--- src/rtl/sbcreg_regs.svh ---
// Register offsets, field positions, reset values and timing counts of the mode/supply bank.
// Assumes inclusion by bare name from the package; both ends use its macros without including it.
`ifndef SBCREG_REGS_SVH
`define SBCREG_REGS_SVH
`define SBCREG_ADDR_MODE_SUPPLY 7'h01
`define SBCREG_ADDR_HARDWARE_CONTROL 7'h02
`define SBCREG_RST_MODE_SUPPLY 8'h00
`define SBCREG_RST_HARDWARE_CONTROL 8'h00
`define SBCREG_WMASK_MODE_SUPPLY 8'hdf
`define SBCREG_WMASK_HARDWARE_CONTROL 8'h61
`define SBCREG_RS_KEEP_MODE_SUPPLY 8'h03
`define SBCREG_RS_KEEP_HARDWARE_CONTROL 8'h41
`define SBCREG_MODE_HI 7
`define SBCREG_MODE_LO 6
`define SBCREG_REG2_HI 4
`define SBCREG_REG2_LO 3
`define SBCREG_OV_BIT 2
`define SBCREG_RT_HI 1
`define SBCREG_RT_LO 0
`define SBCREG_SRO_BIT 6
`define SBCREG_FO_BIT 5
`define SBCREG_CFG_BIT 0
`define SBCREG_WRITE_BIT 7
`define SBCREG_FRAME_BITS 16
`define SBCREG_SCK_HALF 2
`define SBCREG_SOFTRST_CYCLES 4
`endif

--- src/rtl/sbcreg_pkg.sv ---
// Types shared by the host end, the device end and the bench.
// Assumes the constants header is on the include path.
package sbcreg_pkg;
  `include "sbcreg_regs.svh"
  typedef enum logic [1:0] {
    SBCREG_NORMAL = 2'h0,
    SBCREG_SLEEP = 2'h1,
    SBCREG_STOP = 2'h2,
    SBCREG_SOFTRST = 2'h3
  } sbcreg_mode_e;
  typedef logic [7:0] sbcreg_byte_t;
  typedef logic [6:0] sbcreg_addr_t;
endpackage

--- src/rtl/sbcreg_if.sv ---
// SPI link between the microcontroller end and the register bank end.
// Assumes one shared clock; serial clock is a sampled level, not a clock domain.
`timescale 1ns/10ps
interface sbcreg_if;
  logic csn;
  logic sck;
  logic mosi;
  logic miso;
  modport host (output csn, output sck, output mosi, input miso);
  modport device (input csn, input sck, input mosi, output miso);
endinterface

--- src/rtl/sbcreg_shift.sv ---
// Sixteen-bit serial shifter, LSB first, shared by both ends.
// Assumes sck edges are reported as one-cycle pulses by the owner.
`timescale 1ns/10ps
module sbcreg_shift #(
  parameter int WIDTH = 16
) (
  input wire logic ref_clk_i,
  input wire logic rstn_i,
  input wire logic load_i,
  input wire logic [WIDTH-1:0] load_data_i,
  input wire logic shift_i,
  input wire logic serial_i,
  output logic serial_o,
  output logic [WIDTH-1:0] data_o
);
  typedef struct packed {
    logic [WIDTH-1:0] sh;
  } sbcreg_shift_s;
  sbcreg_shift_s st, next_st;

  ////////////////////////////////////////////////////////////////////
  // Load wins over shift; data enters at the top so bit 0 leaves first
  always_comb begin
    next_st = st;
    if (load_i) begin
      next_st.sh = load_data_i;
    end else if (shift_i) begin
      next_st.sh = {serial_i, st.sh[WIDTH-1:1]};
    end
  end

  always_ff @(posedge ref_clk_i or negedge rstn_i) begin
    if (!rstn_i) begin
      st <= '0;
    end else begin
      st <= next_st;
    end
  end

  assign serial_o = st.sh[0];
  assign data_o = st.sh;
endmodule

--- src/rtl/sbcreg_device.sv ---
// Device end: SPI slave holding the mode/supply and hardware control registers.
// Assumes sck, csn and mosi are synchronous to ref_clk_i and sck is slow (>=2 clk per half).
//
// The strobed register port was chosen for this implementation.
`timescale 1ns/10ps
// Operation
// - Frame is address/mode byte then data
// - Bit 7 low reads without change
// - Bit 7 high stores data byte
// - Data bits map to frame bits 8-15
// - Reserved bits read zero, written zero
// - Reset and restart load defined values
// - Only hardware-typed bits change by hardware
// - Mode field encodes normal/sleep/stop/softreset
// - Soft reset drives reset pin unless suppressed
// - Secondary regulator four-way mode select
// - Overvoltage sets flag, optionally restarts
// - Reset threshold select, four levels
// - No stop to sleep via write
// - Restart forces mode to normal
// - Restart or overtemp turns regulator off
// - Write returns previous register content
// - Software bit activates failure outputs
// - Config bit selects watchdog failure reaction
// - Failure latch survives software clear
module sbcreg_device (
  input wire logic ref_clk_i,
  input wire logic rstn_i,
  sbcreg_if.device link,
  input wire logic restart_i,
  input wire logic overtemp_i,
  input wire logic overvoltage_i,
  input wire logic failure_event_i,
  input wire logic failure_clear_i,
  input wire logic wd_fail_second_i,
  output sbcreg_pkg::sbcreg_mode_e chip_mode_o,
  output logic [1:0] secondary_regulator_mode_o,
  output logic [1:0] reset_threshold_select_o,
  output logic primary_supply_overvoltage_flag_o,
  output logic restart_request_o,
  output logic reset_output_pin_n_o,
  output logic failure_output_pins_o,
  output logic cfg_select_o
);
  import sbcreg_pkg::*;

  typedef struct packed {
    sbcreg_byte_t mode_supply;
    sbcreg_byte_t hardware_control;
    logic sck_q;
    logic [4:0] cnt;
    logic ov_flag;
    logic fail_latch;
    logic restart_req;
    logic [3:0] softrst_cnt;
    logic softrst_pin;
    logic miso_q;
  } sbcreg_dev_s;
  sbcreg_dev_s st, next_st;

  logic rise, fall, load, shift_out;
  logic [15:0] frame;
  sbcreg_addr_t addr;
  sbcreg_addr_t rd_addr;
  sbcreg_byte_t rd_byte;

  // Register read mux, reserved bits forced to zero
  function automatic sbcreg_byte_t sbcreg_read(input sbcreg_addr_t a, input sbcreg_byte_t ms,
                                               input sbcreg_byte_t hw);
    case (a)
      `SBCREG_ADDR_MODE_SUPPLY: sbcreg_read = ms & `SBCREG_WMASK_MODE_SUPPLY;
      `SBCREG_ADDR_HARDWARE_CONTROL: sbcreg_read = hw & `SBCREG_WMASK_HARDWARE_CONTROL;
      default: sbcreg_read = 8'h00;
    endcase
  endfunction

  ////////////////////////////////////////////////////////////////////
  // Edge detection of the sampled serial clock
  assign rise = link.sck && !st.sck_q && !link.csn;
  assign fall = !link.sck && st.sck_q && !link.csn;
  assign addr = frame[6:0];
  // After eight bits the first byte sits in the upper half of the shifter
  assign rd_addr = frame[14:8];
  assign rd_byte = sbcreg_read(rd_addr, st.mode_supply, st.hardware_control);
  // Reply byte loaded once the first byte is in, before data bits leave
  assign load = fall && (st.cnt == 5'd8);

  sbcreg_shift #(
    .WIDTH(16)
  ) u_shift (
    .ref_clk_i(ref_clk_i),
    .rstn_i(rstn_i),
    .load_i(load),
    .load_data_i({frame[15:8], rd_byte}),
    .shift_i(rise),
    .serial_i(link.mosi),
    .serial_o(shift_out),
    .data_o(frame)
  );

  ////////////////////////////////////////////////////////////////////
  // Frame handling, register updates and hardware events
  always_comb begin
    next_st = st;
    next_st.sck_q = link.sck;
    if (link.csn) begin
      next_st.cnt = '0;
    end else if (rise) begin
      next_st.cnt = st.cnt + 5'd1;
    end
    // Reply bit changes only on falling sck or deselect so it stands through the high phase
    if (link.csn) begin
      next_st.miso_q = 1'b0;
    end else if (load) begin
      next_st.miso_q = rd_byte[0];
    end else if (fall) begin
      next_st.miso_q = (st.cnt > 5'd8) ? shift_out : 1'b0;
    end
    next_st.restart_req = 1'b0;
    // Frame end: commit write only for complete 16-bit frames
    if (link.csn && st.cnt == 5'd16 && frame[`SBCREG_WRITE_BIT]) begin
      case (addr)
        `SBCREG_ADDR_MODE_SUPPLY: begin
          next_st.mode_supply = (st.mode_supply & ~`SBCREG_WMASK_MODE_SUPPLY)
            | (frame[15:8] & `SBCREG_WMASK_MODE_SUPPLY);
          if (st.mode_supply[7:6] == SBCREG_STOP && frame[15:14] == SBCREG_SLEEP) begin
            next_st.mode_supply[7:6] = SBCREG_STOP;
          end
          if (frame[15:14] == SBCREG_SOFTRST) begin
            next_st.softrst_cnt = 4'(`SBCREG_SOFTRST_CYCLES);
            next_st.softrst_pin = !st.hardware_control[`SBCREG_SRO_BIT];
          end
        end
        `SBCREG_ADDR_HARDWARE_CONTROL: begin
          next_st.hardware_control = (st.hardware_control & ~`SBCREG_WMASK_HARDWARE_CONTROL)
            | (frame[15:8] & `SBCREG_WMASK_HARDWARE_CONTROL);
        end
        default: ;
      endcase
    end
    // Soft reset: registers go to reset values while the soft reset count runs, pin held or not
    if (st.softrst_cnt != 4'h0) begin
      next_st.softrst_cnt = st.softrst_cnt - 4'd1;
      next_st.mode_supply = `SBCREG_RST_MODE_SUPPLY;
      next_st.hardware_control = `SBCREG_RST_HARDWARE_CONTROL;
      if (st.softrst_cnt == 4'd1) begin
        next_st.softrst_pin = 1'b0;
      end
    end
    // Overvoltage flag, set and held until reset; restart only when enabled
    if (overvoltage_i) begin
      next_st.ov_flag = 1'b1;
      next_st.restart_req = st.mode_supply[`SBCREG_OV_BIT];
    end
    // Second watchdog failure with config 0 asks for restart/fail-safe
    if (wd_fail_second_i && !st.hardware_control[`SBCREG_CFG_BIT]) begin
      next_st.restart_req = 1'b1;
    end
    if (failure_clear_i) begin
      next_st.fail_latch = 1'b0;
    end
    if (failure_event_i) begin
      next_st.fail_latch = 1'b1;
    end
    if (overtemp_i) begin
      next_st.mode_supply[4:3] = 2'h0;
    end
    // Restart values: x positions keep content
    if (restart_i) begin
      next_st.mode_supply = st.mode_supply & `SBCREG_RS_KEEP_MODE_SUPPLY;
      next_st.hardware_control = st.hardware_control & `SBCREG_RS_KEEP_HARDWARE_CONTROL;
    end
  end

  always_ff @(posedge ref_clk_i or negedge rstn_i) begin
    if (!rstn_i) begin
      st <= '0;
    end else begin
      st <= next_st;
    end
  end

  ////////////////////////////////////////////////////////////////////
  // Outputs; reply only drives once the address byte is in
  assign link.miso = st.miso_q;
  assign chip_mode_o = sbcreg_mode_e'(st.mode_supply[7:6]);
  assign secondary_regulator_mode_o = st.mode_supply[4:3];
  assign reset_threshold_select_o = st.mode_supply[1:0];
  assign primary_supply_overvoltage_flag_o = st.ov_flag;
  assign restart_request_o = st.restart_req;
  assign reset_output_pin_n_o = !st.softrst_pin;
  assign failure_output_pins_o = st.hardware_control[`SBCREG_FO_BIT] | st.fail_latch;
  assign cfg_select_o = st.hardware_control[`SBCREG_CFG_BIT];
endmodule

--- src/flat_wrapper.sv ---
// flat-port wrapper written by rule: the top's interface ports become plain ports
module sbcreg_device_flat import sbcreg_pkg::*;
  (ref_clk_i, rstn_i, restart_i, overtemp_i, overvoltage_i, failure_event_i, failure_clear_i, wd_fail_second_i, chip_mode_o, secondary_regulator_mode_o, reset_threshold_select_o, primary_supply_overvoltage_flag_o, restart_request_o, reset_output_pin_n_o, failure_output_pins_o, cfg_select_o, link_csn, link_sck, link_mosi, link_miso);
  sbcreg_if link_i ();
  input wire logic ref_clk_i;
  input wire logic rstn_i;
  input wire logic restart_i;
  input wire logic overtemp_i;
  input wire logic overvoltage_i;
  input wire logic failure_event_i;
  input wire logic failure_clear_i;
  input wire logic wd_fail_second_i;
  output sbcreg_pkg::sbcreg_mode_e chip_mode_o;
  output logic [1:0] secondary_regulator_mode_o;
  output logic [1:0] reset_threshold_select_o;
  output logic primary_supply_overvoltage_flag_o;
  output logic restart_request_o;
  output logic reset_output_pin_n_o;
  output logic failure_output_pins_o;
  output logic cfg_select_o;
  input wire logic [$bits(link_i.csn)-1:0] link_csn;
  input wire logic [$bits(link_i.sck)-1:0] link_sck;
  input wire logic [$bits(link_i.mosi)-1:0] link_mosi;
  output wire logic [$bits(link_i.miso)-1:0] link_miso;
  assign link_i.csn = link_csn;
  assign link_i.sck = link_sck;
  assign link_i.mosi = link_mosi;
  assign link_miso = link_i.miso;
  sbcreg_device u_core (.ref_clk_i(ref_clk_i), .rstn_i(rstn_i), .link(link_i), .restart_i(restart_i), .overtemp_i(overtemp_i), .overvoltage_i(overvoltage_i), .failure_event_i(failure_event_i), .failure_clear_i(failure_clear_i), .wd_fail_second_i(wd_fail_second_i), .chip_mode_o(chip_mode_o), .secondary_regulator_mode_o(secondary_regulator_mode_o), .reset_threshold_select_o(reset_threshold_select_o), .primary_supply_overvoltage_flag_o(primary_supply_overvoltage_flag_o), .restart_request_o(restart_request_o), .reset_output_pin_n_o(reset_output_pin_n_o), .failure_output_pins_o(failure_output_pins_o), .cfg_select_o(cfg_select_o));
endmodule
--- config.mk ---
export PLATFORM = sky130hd
export DESIGN_NAME = sbcreg_device_flat
export DESIGN_NICKNAME = d
export VERILOG_FILES = /design/src/rtl/sbcreg_pkg.sv /design/src/rtl/sbcreg_if.sv /design/src/rtl/sbcreg_shift.sv /design/src/rtl/sbcreg_device.sv /design/src/flat_wrapper.sv
export VERILOG_INCLUDE_DIRS = /design/src /design/src/rtl
export SDC_FILE = /design/constraint.sdc
export NUM_CORES = 1
export LEC_CHECK = 0
export ABC_AREA = 1
export BUFFER_PORTS_ARGS = -buffer_cell sky130_fd_sc_hd__buf_2
export CAP_MARGIN = 15
export CORE_MARGIN = 3
export CORE_UTILIZATION = 25
export CTS_BUF_LIST = sky130_fd_sc_hd__clkbuf_8
export CTS_CLUSTER_DIAMETER = 30
export CTS_CLUSTER_SIZE = 30
export DETAILED_ROUTE_END_ITERATION = 12
export PLACE_DENSITY = 0.37
export SETUP_SLACK_MARGIN = 0.5
export SYNTH_ARGS = -nofsm -noshare
export SYNTH_HDL_FRONTEND = slang
export SYNTH_SLANG_ARGS = --single-unit
--- constraint.sdc ---
create_clock -name ref_clk_i -period 2 [get_ports ref_clk_i]
set_clock_uncertainty 0.15 [all_clocks]
set_input_delay 0.2 -clock ref_clk_i [delete_from_list [all_inputs] [get_ports ref_clk_i]]
set_output_delay 0.2 -clock ref_clk_i [all_outputs]
set_load 0.03 [all_outputs]
==> results.json, run 1 <==
{
  "switching_power_mw": 0.9563,
  "gp_congestion": 0.7927,
  "yosysWarnings": 0,
  "setup_slack_ps": 412.8,
  "cts_buffers": 5,
  "max_freq_ghz": 0.6301,
  "hp-class": "in2reg",
  "synth_fp_nets": 277,
  "fin_nets": 325,
  "tightest_slew_ps": 542.8,
  "hold_slack_ps": 22.49,
  "min_period_ps": 1587,
  "maxSlewViolCount": 0,
  "swShare_pct": 35.51,
  "vias": 1798,
  "io_pins": 23,
  "hold_viol": 0,
  "track_usage_pct": 11.99,
  "drt_wl_total_mm": 5.484,
  "hpwl_mm": 3.932,
  "finalSetupViolCount": 0,
  "drive_gt1_share_pct": 36.10,
  "die_w_um": 98.84,
  "power_leakage_nw": 1.433,
  "wire_per_inst_um": 13.12,
  "critPathKind": "reg2reg",
  "die_y_um": 98.84,
  "hp-start": "overtemp_i",
  "start_util_pct": 25.96,
  "rsz0062_at_grt": "yes",
  "dr.first_iter.drc_count": 52,
  "htreeDepth": 2,
  "netlist_top_cells_area": "dfrtp_1, nand2_1, inv_1, nand3_1, o21ai_0",
  "worst_ep_arrival_time_ps": 1640,
  "cts_max_path_buffers": 2,
  "insertion_delay_ps": 290,
  "grt_antenna_before_repair": 0,
  "cts_tree": "yes",
  "pre_cts_ws_ps": 293.2,
  "syn2layout_area_growth_pct": 33.62,
  "design.die.area_sq_um": 9768,
  "drc": 0,
  "max-slew-margin-rel_pct": 63.81,
  "final.setup.tns_ps": 0,
  "syn-cell-area_sq_um": 2155,
  "design.core.area_sq_um": 8299,
  "internal-power_mw": 1.736,
  "clkPwrFrac_pct": 30.0,
  "clock_sinks": 41,
  "p_comb_share_pct": 30.6,
  "synth_top_area_cell": "dfrtp_1",
  "period_share_pct": 79.36,
  "worstPathRequired_ps": 2060,
  "cap_viol_max_count": 0,
  "final_util_pct": 34.69,
  "synth_common_cells": "nand2_1, dfrtp_1, inv_1",
  "numPortBuffers": 22,
  "synth-main-ff-cell": "dfrtp_1",
  "critPathLaunch": "u_core.st[10]",
  "status": "finished clean",
  "grt_overflow": 0,
  "path_clk_slew_ps": 90,
  "synth-seq-area-share_pct": 47.62,
  "rows": 33,
  "grt_pass1_wl_mm": 9.218,
  "ir_drop_uv": 415.8,
  "synth_cell_types": 31,
  "synthCells": 264,
  "yosysMostFrequentCell": "nand2_1",
  "synth_top_cell_area_share_pct": 47.62,
  "worstSetupStartpointType": "flip-flop",
  "first_pass_iters": 4,
  "via_per_inst": 4.301,
  "worstReg2RegStart": "u_core.st[10]",
  "ant_nets": 0,
  "grt_max_degree": 22,
  "cp_max_fo": 7,
  "yosys_register_bits": 41,
  "pwr-share-seq_pct": 39.4,
  "power_density_nw_per_um2": 935.3,
  "grt_pass1_vias": 1818,
  "n_antenna_cell": 0,
  "cp-end-kind": "flip-flop",
  "async_reset_ff_share_pct": 100.0,
  "synth_edf_count": 0,
  "synth_area_per_cell_sq_um": 8.161,
  "cts-root-buf": "clkbuf_8"
}
## metrics by stage
stage | cell area, sq um | total power [mW] | cells
after global placement | 2354 | 1.722 | 385
after CTS | 2696 | 2.587 | 410
after detailed placement | 2354 | 1.717 | 385
after floorplan | 2155 | 1.525 | 264
after global routing | 2879 | 2.887 | 418
final | 2879 | 2.693 | 418
## state kept, by name, indices dropped and copies added, names as in the netlist
| name | flops |
|---|---|
| u_core.st | 15 |
| u_core.reset_threshold_select_o | 2 |
| u_core.cfg_select_o | 1 |
| u_core.chip_mode_o | 2 |
| u_core.primary_supply_overvoltage_flag_o | 1 |
| u_core.link.miso | 1 |
| u_core.restart_request_o | 1 |
| u_core.secondary_regulator_mode_o | 2 |
| u_core.u_shift.data_o | 16 |
## cell type report
class                   instances  area (sq um)
clock buffers                   5         68.82
clock inverters                 3         65.06
fillers                       867          5420
inverters                      39         156.4
multi-input cells             177          1081
flip-flops and latches         41          1028
well taps                     105         131.4
repair buffers                 48         347.8
## cell families after synthesis
group / Yosys count / share of synthesized area [%]
flip-flops: 41 / 47.62
XOR/XNOR: 1 / 0.4066
AO/OA/AOI/OAI: 35 / 9.698
buffers and inverters: 47 / 10.05
AND/OR/NAND/NOR: 138 / 31.07
adder cells (fa/ha/maj): 2 / 1.161
## path summary, 6_finish.rpt
check / end / slack (ps) / cells past startpoint
worst min register to register: u_core.primary_supply_overvoltage_flag_o / 310 / 1
worst min-delay path: u_core.secondary_regulator_mode_o[0] / 20 / 4
worst max register to register: u_core.u_shift.data_o[3] / 410 / 9
min in group asynchronous: u_core.st[14] / 270 / 2
max in group asynchronous: u_core.u_shift.data_o[6] / 930 / 3
worst max-delay path: u_core.u_shift.data_o[3] / 410 / 9
## worst max-delay path, cell delays in order, from the launching register on
cell and delay, ps:
dfrtp_1 400, inv_2 80, ha_4 140, nand2_2 50
inv_2 70, nand2_4 80, nor2_8 190, buf_4 150
nand3_1 80, o211ai_1 110
## power groups by stage
stage               logic (mW)  clock network, mW  registers (mW)
finish                   0.824              0.808            1.06
detailed placement       0.653                  0            1.06
CTS                      0.699              0.835            1.05
global route             0.939              0.867            1.08
global placement         0.656                  0            1.07
floorplan                0.487                  0            1.04
## cells in the final DEF (no fill, tap or decap), types with 2 or more instances in the layout
master and n:
nand2_1 61, dfrtp_1 39, inv_1 27, buf_2 21
nand3_1 16, buf_4 16, nor2_1 14, o21ai_0 13
nor2_4 10, nand2_2 9, inv_2 8, nand3_2 8
dlygate4sd3_1 8, nand2_4 5, o21ai_1 5, o21ai_2 5
clkbuf_8 5, nor2_2 4, nor3_1 4, inv_4 4
a21oi_1 4, nand3_4 2, or2_2 2, o211ai_1 2
bufinv_16 2, buf_6 2, dfrtp_2 2
## per-layer routing
layer | track usage (%) | vias to the layer above | part of all wire (%)
met5 | 0 | - | 0
met2 | 19.37 | 15 | 49
li1 | - | 927 | -
met4 | 3.782 | 0 | 1.5
met1 | 15.97 | 850 | 47
met3 | 2.689 | 6 | 2.3
## timing repair
item,CTS,global route
setup buffers,8,8
hold endpoints to repair,26,0
hold buffers,8,0
gates cloned,1,0
pin swaps,6,18
endpoints found under the setup margin,25,25
resized for setup,21,38
Note: power is estimated with default switching activity, not from simulation.
==> inputs of run 2 (changes only) <==
--- a/config.mk
+++ b/config.mk
@@ -15,7 +15,7 @@
 export CTS_CLUSTER_DIAMETER = 30
 export CTS_CLUSTER_SIZE = 30
 export DETAILED_ROUTE_END_ITERATION = 12
-export PLACE_DENSITY = 0.37
+export PLACE_DENSITY = 0.38
 export SETUP_SLACK_MARGIN = 0.5
 export SYNTH_ARGS = -nofsm -noshare
 export SYNTH_HDL_FRONTEND = slang
==> constraint.sdc (replaced) <==
create_clock -name ref_clk_i -period 1.4 [get_ports ref_clk_i]
set_clock_uncertainty 0.15 [all_clocks]
set_input_delay 0.14 -clock ref_clk_i [delete_from_list [all_inputs] [get_ports ref_clk_i]]
set_output_delay 0.14 -clock ref_clk_i [all_outputs]
set_load 0.03 [all_outputs]
==> results.json, run 2 (synthesis gave the netlist of run 1 again) <==
{
  "status": "finished, violations left",
  "violations": "hold timing, setup timing",
  "largest_reg_flops": 16,
  "hold_slack_ps": -87.17,
  "power_density_nw_per_um2": 1204,
  "hpwl_mm": 4.186,
  "max-slew-margin-rel_pct": 81.42,
  "via_per_inst": 4.270,
  "hold_viol": 5,
  "rows": 33,
  "design.core.area_sq_um": 8299,
  "cp-end-kind": "flip-flop",
  "insertion_delay_ps": 300,
  "finalSetupViolCount": 21,
  "dr.first_iter.drc_count": 66,
  "cts_max_path_buffers": 2,
  "htreeDepth": 2,
  "fin_nets": 366,
  "drt_wl_total_mm": 5.770,
  "tightest_slew_ps": 276.6,
  "grt_pass1_vias": 1965,
  "power_leakage_nw": 1.714,
  "path_clk_slew_ps": 90,
  "ir_drop_uv": 627.5,
  "cap_viol_max_count": 0,
  "period_share_pct": 113.3,
  "vias": 1960,
  "io_pins": 23,
  "cts-root-buf": "clkbuf_8",
  "drive_gt1_share_pct": 50.85,
  "cts_buffers": 5,
  "design.die.area_sq_um": 9768,
  "worst_ep_arrival_time_ps": 1660,
  "numPortBuffers": 22,
  "start_util_pct": 25.96,
  "hp-class": "in2reg",
  "n_antenna_cell": 0,
  "maxSlewViolCount": 0,
  "grt_max_degree": 42,
  "cp_max_fo": 8,
  "cts_tree": "yes",
  "final_cell_mix": "nand2_1, buf_4, dfrtp_1",
  "syn2layout_area_growth_pct": 57.20,
  "track_usage_pct": 12.54,
  "drc": 0,
  "rsz0062_at_grt": "yes",
  "worstPathRequired_ps": 1470,
  "grt_antenna_before_repair": 0,
  "grt_overflow": 0,
  "holdBufCountCts": 7,
  "max_freq_ghz": 0.6303,
  "min_period_ps": 1587,
  "die_w_um": 98.84,
  "setup_slack_ps": -186.6,
  "grt_pass1_wl_mm": 9.625,
  "critPathKind": "reg2reg",
  "wire_per_inst_um": 12.57,
  "gp_congestion": 0.7546,
  "p_total_mw": 4.078,
  "worstSetupStartpointType": "flip-flop",
  "nFillCells": 823,
  "first_pass_iters": 4,
  "die_y_um": 98.84,
  "ant_nets": 0,
  "clock_sinks": 41,
  "final_common_cell": "nand2_1"
}
==> run 2: changes by cell type in the layout (fill, tap and decap cells not counted), sizes merged <==
cell	delta
buf	+44
bufinv	-2
clkbuf	+2
dlygate4sd3	-2
nor2	-1
==> run 2: worst paths after layout <==
path / cells after the start / from / to / slack, ps
min reg2reg: 1 / u_core.primary_supply_overvoltage_flag_o / u_core.primary_supply_overvoltage_flag_o / 350
max in group asynchronous: 3 / rstn_i / u_core.primary_supply_overvoltage_flag_o / 670
min: 2 / overvoltage_i / u_core.primary_supply_overvoltage_flag_o / -90
max reg2reg: 11 / u_core.st[9] / u_core.u_shift.data_o[2] / -190
min in group asynchronous: 3 / rstn_i / u_core.st[14] / 200
max: 11 / u_core.st[9] / u_core.u_shift.data_o[2] / -190
==> run 2: final cells by class <==
cell class,count,area [sq um],share of cell area [%]
tap,105,131.4,3.879
clock buffer,7,96.34,2.844
clock inverter,1,5.005,0.1478
inverter,39,156.4,4.618
sequential,41,1030,30.40
multi-input combinational,176,1176,34.72
timing repair buffer,90,792.0,23.38
==> run 2: stage by stage <==
step	cells	instance area (sq um)	TNS, ps	worst slack, ps	utilization, %
4_1_cts	455	3182	-2704	-200.3	38.34
6_report	459	3387	-2809	-186.6	40.81
5_1_grt	459	3387	-4939	-286.2	40.81
2_1_floorplan	264	2181	-1025	-92.90	-
3_3_place_gp	427	2701	-2892	-205.9	32.55
3_5_place_dp	427	2701	-3218	-215.9	32.55
==> run 2: report_power, final <==
part / switching (mW) / internal [mW]
logic: 0.932 / 0.804
clock network: 0.431 / 0.446
registers: 0.119 / 1.35
total: 1.48 / 2.60
==> run 2: critical path, stage by stage (launching register included) <==
cell,delay (ps)
dfrtp_1,400
inv_2,80
ha_4,140
nand2_2,50
inv_2,60
nand2_4,60
nor2_8,180
buf_12,150
nand3_2,70
nand2_1,70
nand2_1,60
o21ai_2,50
==> run 2: routing by layer <==
metal | track usage (%) | wire length [um] | vias up
met3 | 2.760 | 109 | 6
met5 | 0 | 0 | -
met4 | 3.466 | 76 | 0
met2 | 20.04 | 2834 | 17
met1 | 17.11 | 2750 | 924
li1 | - | - | 1013
==> run 2: repair_timing <==
| item | CTS | global route |
|---|---|---|
| gates resized for setup | 73 | 47 |
| buffers inserted | 12 | 5 |
| gates cloned | 1 | 0 |
| pin swaps | 17 | 24 |
| setup endpoints to repair | 49 | 52 |
| endpoints found under the hold margin | 49 | 5 |
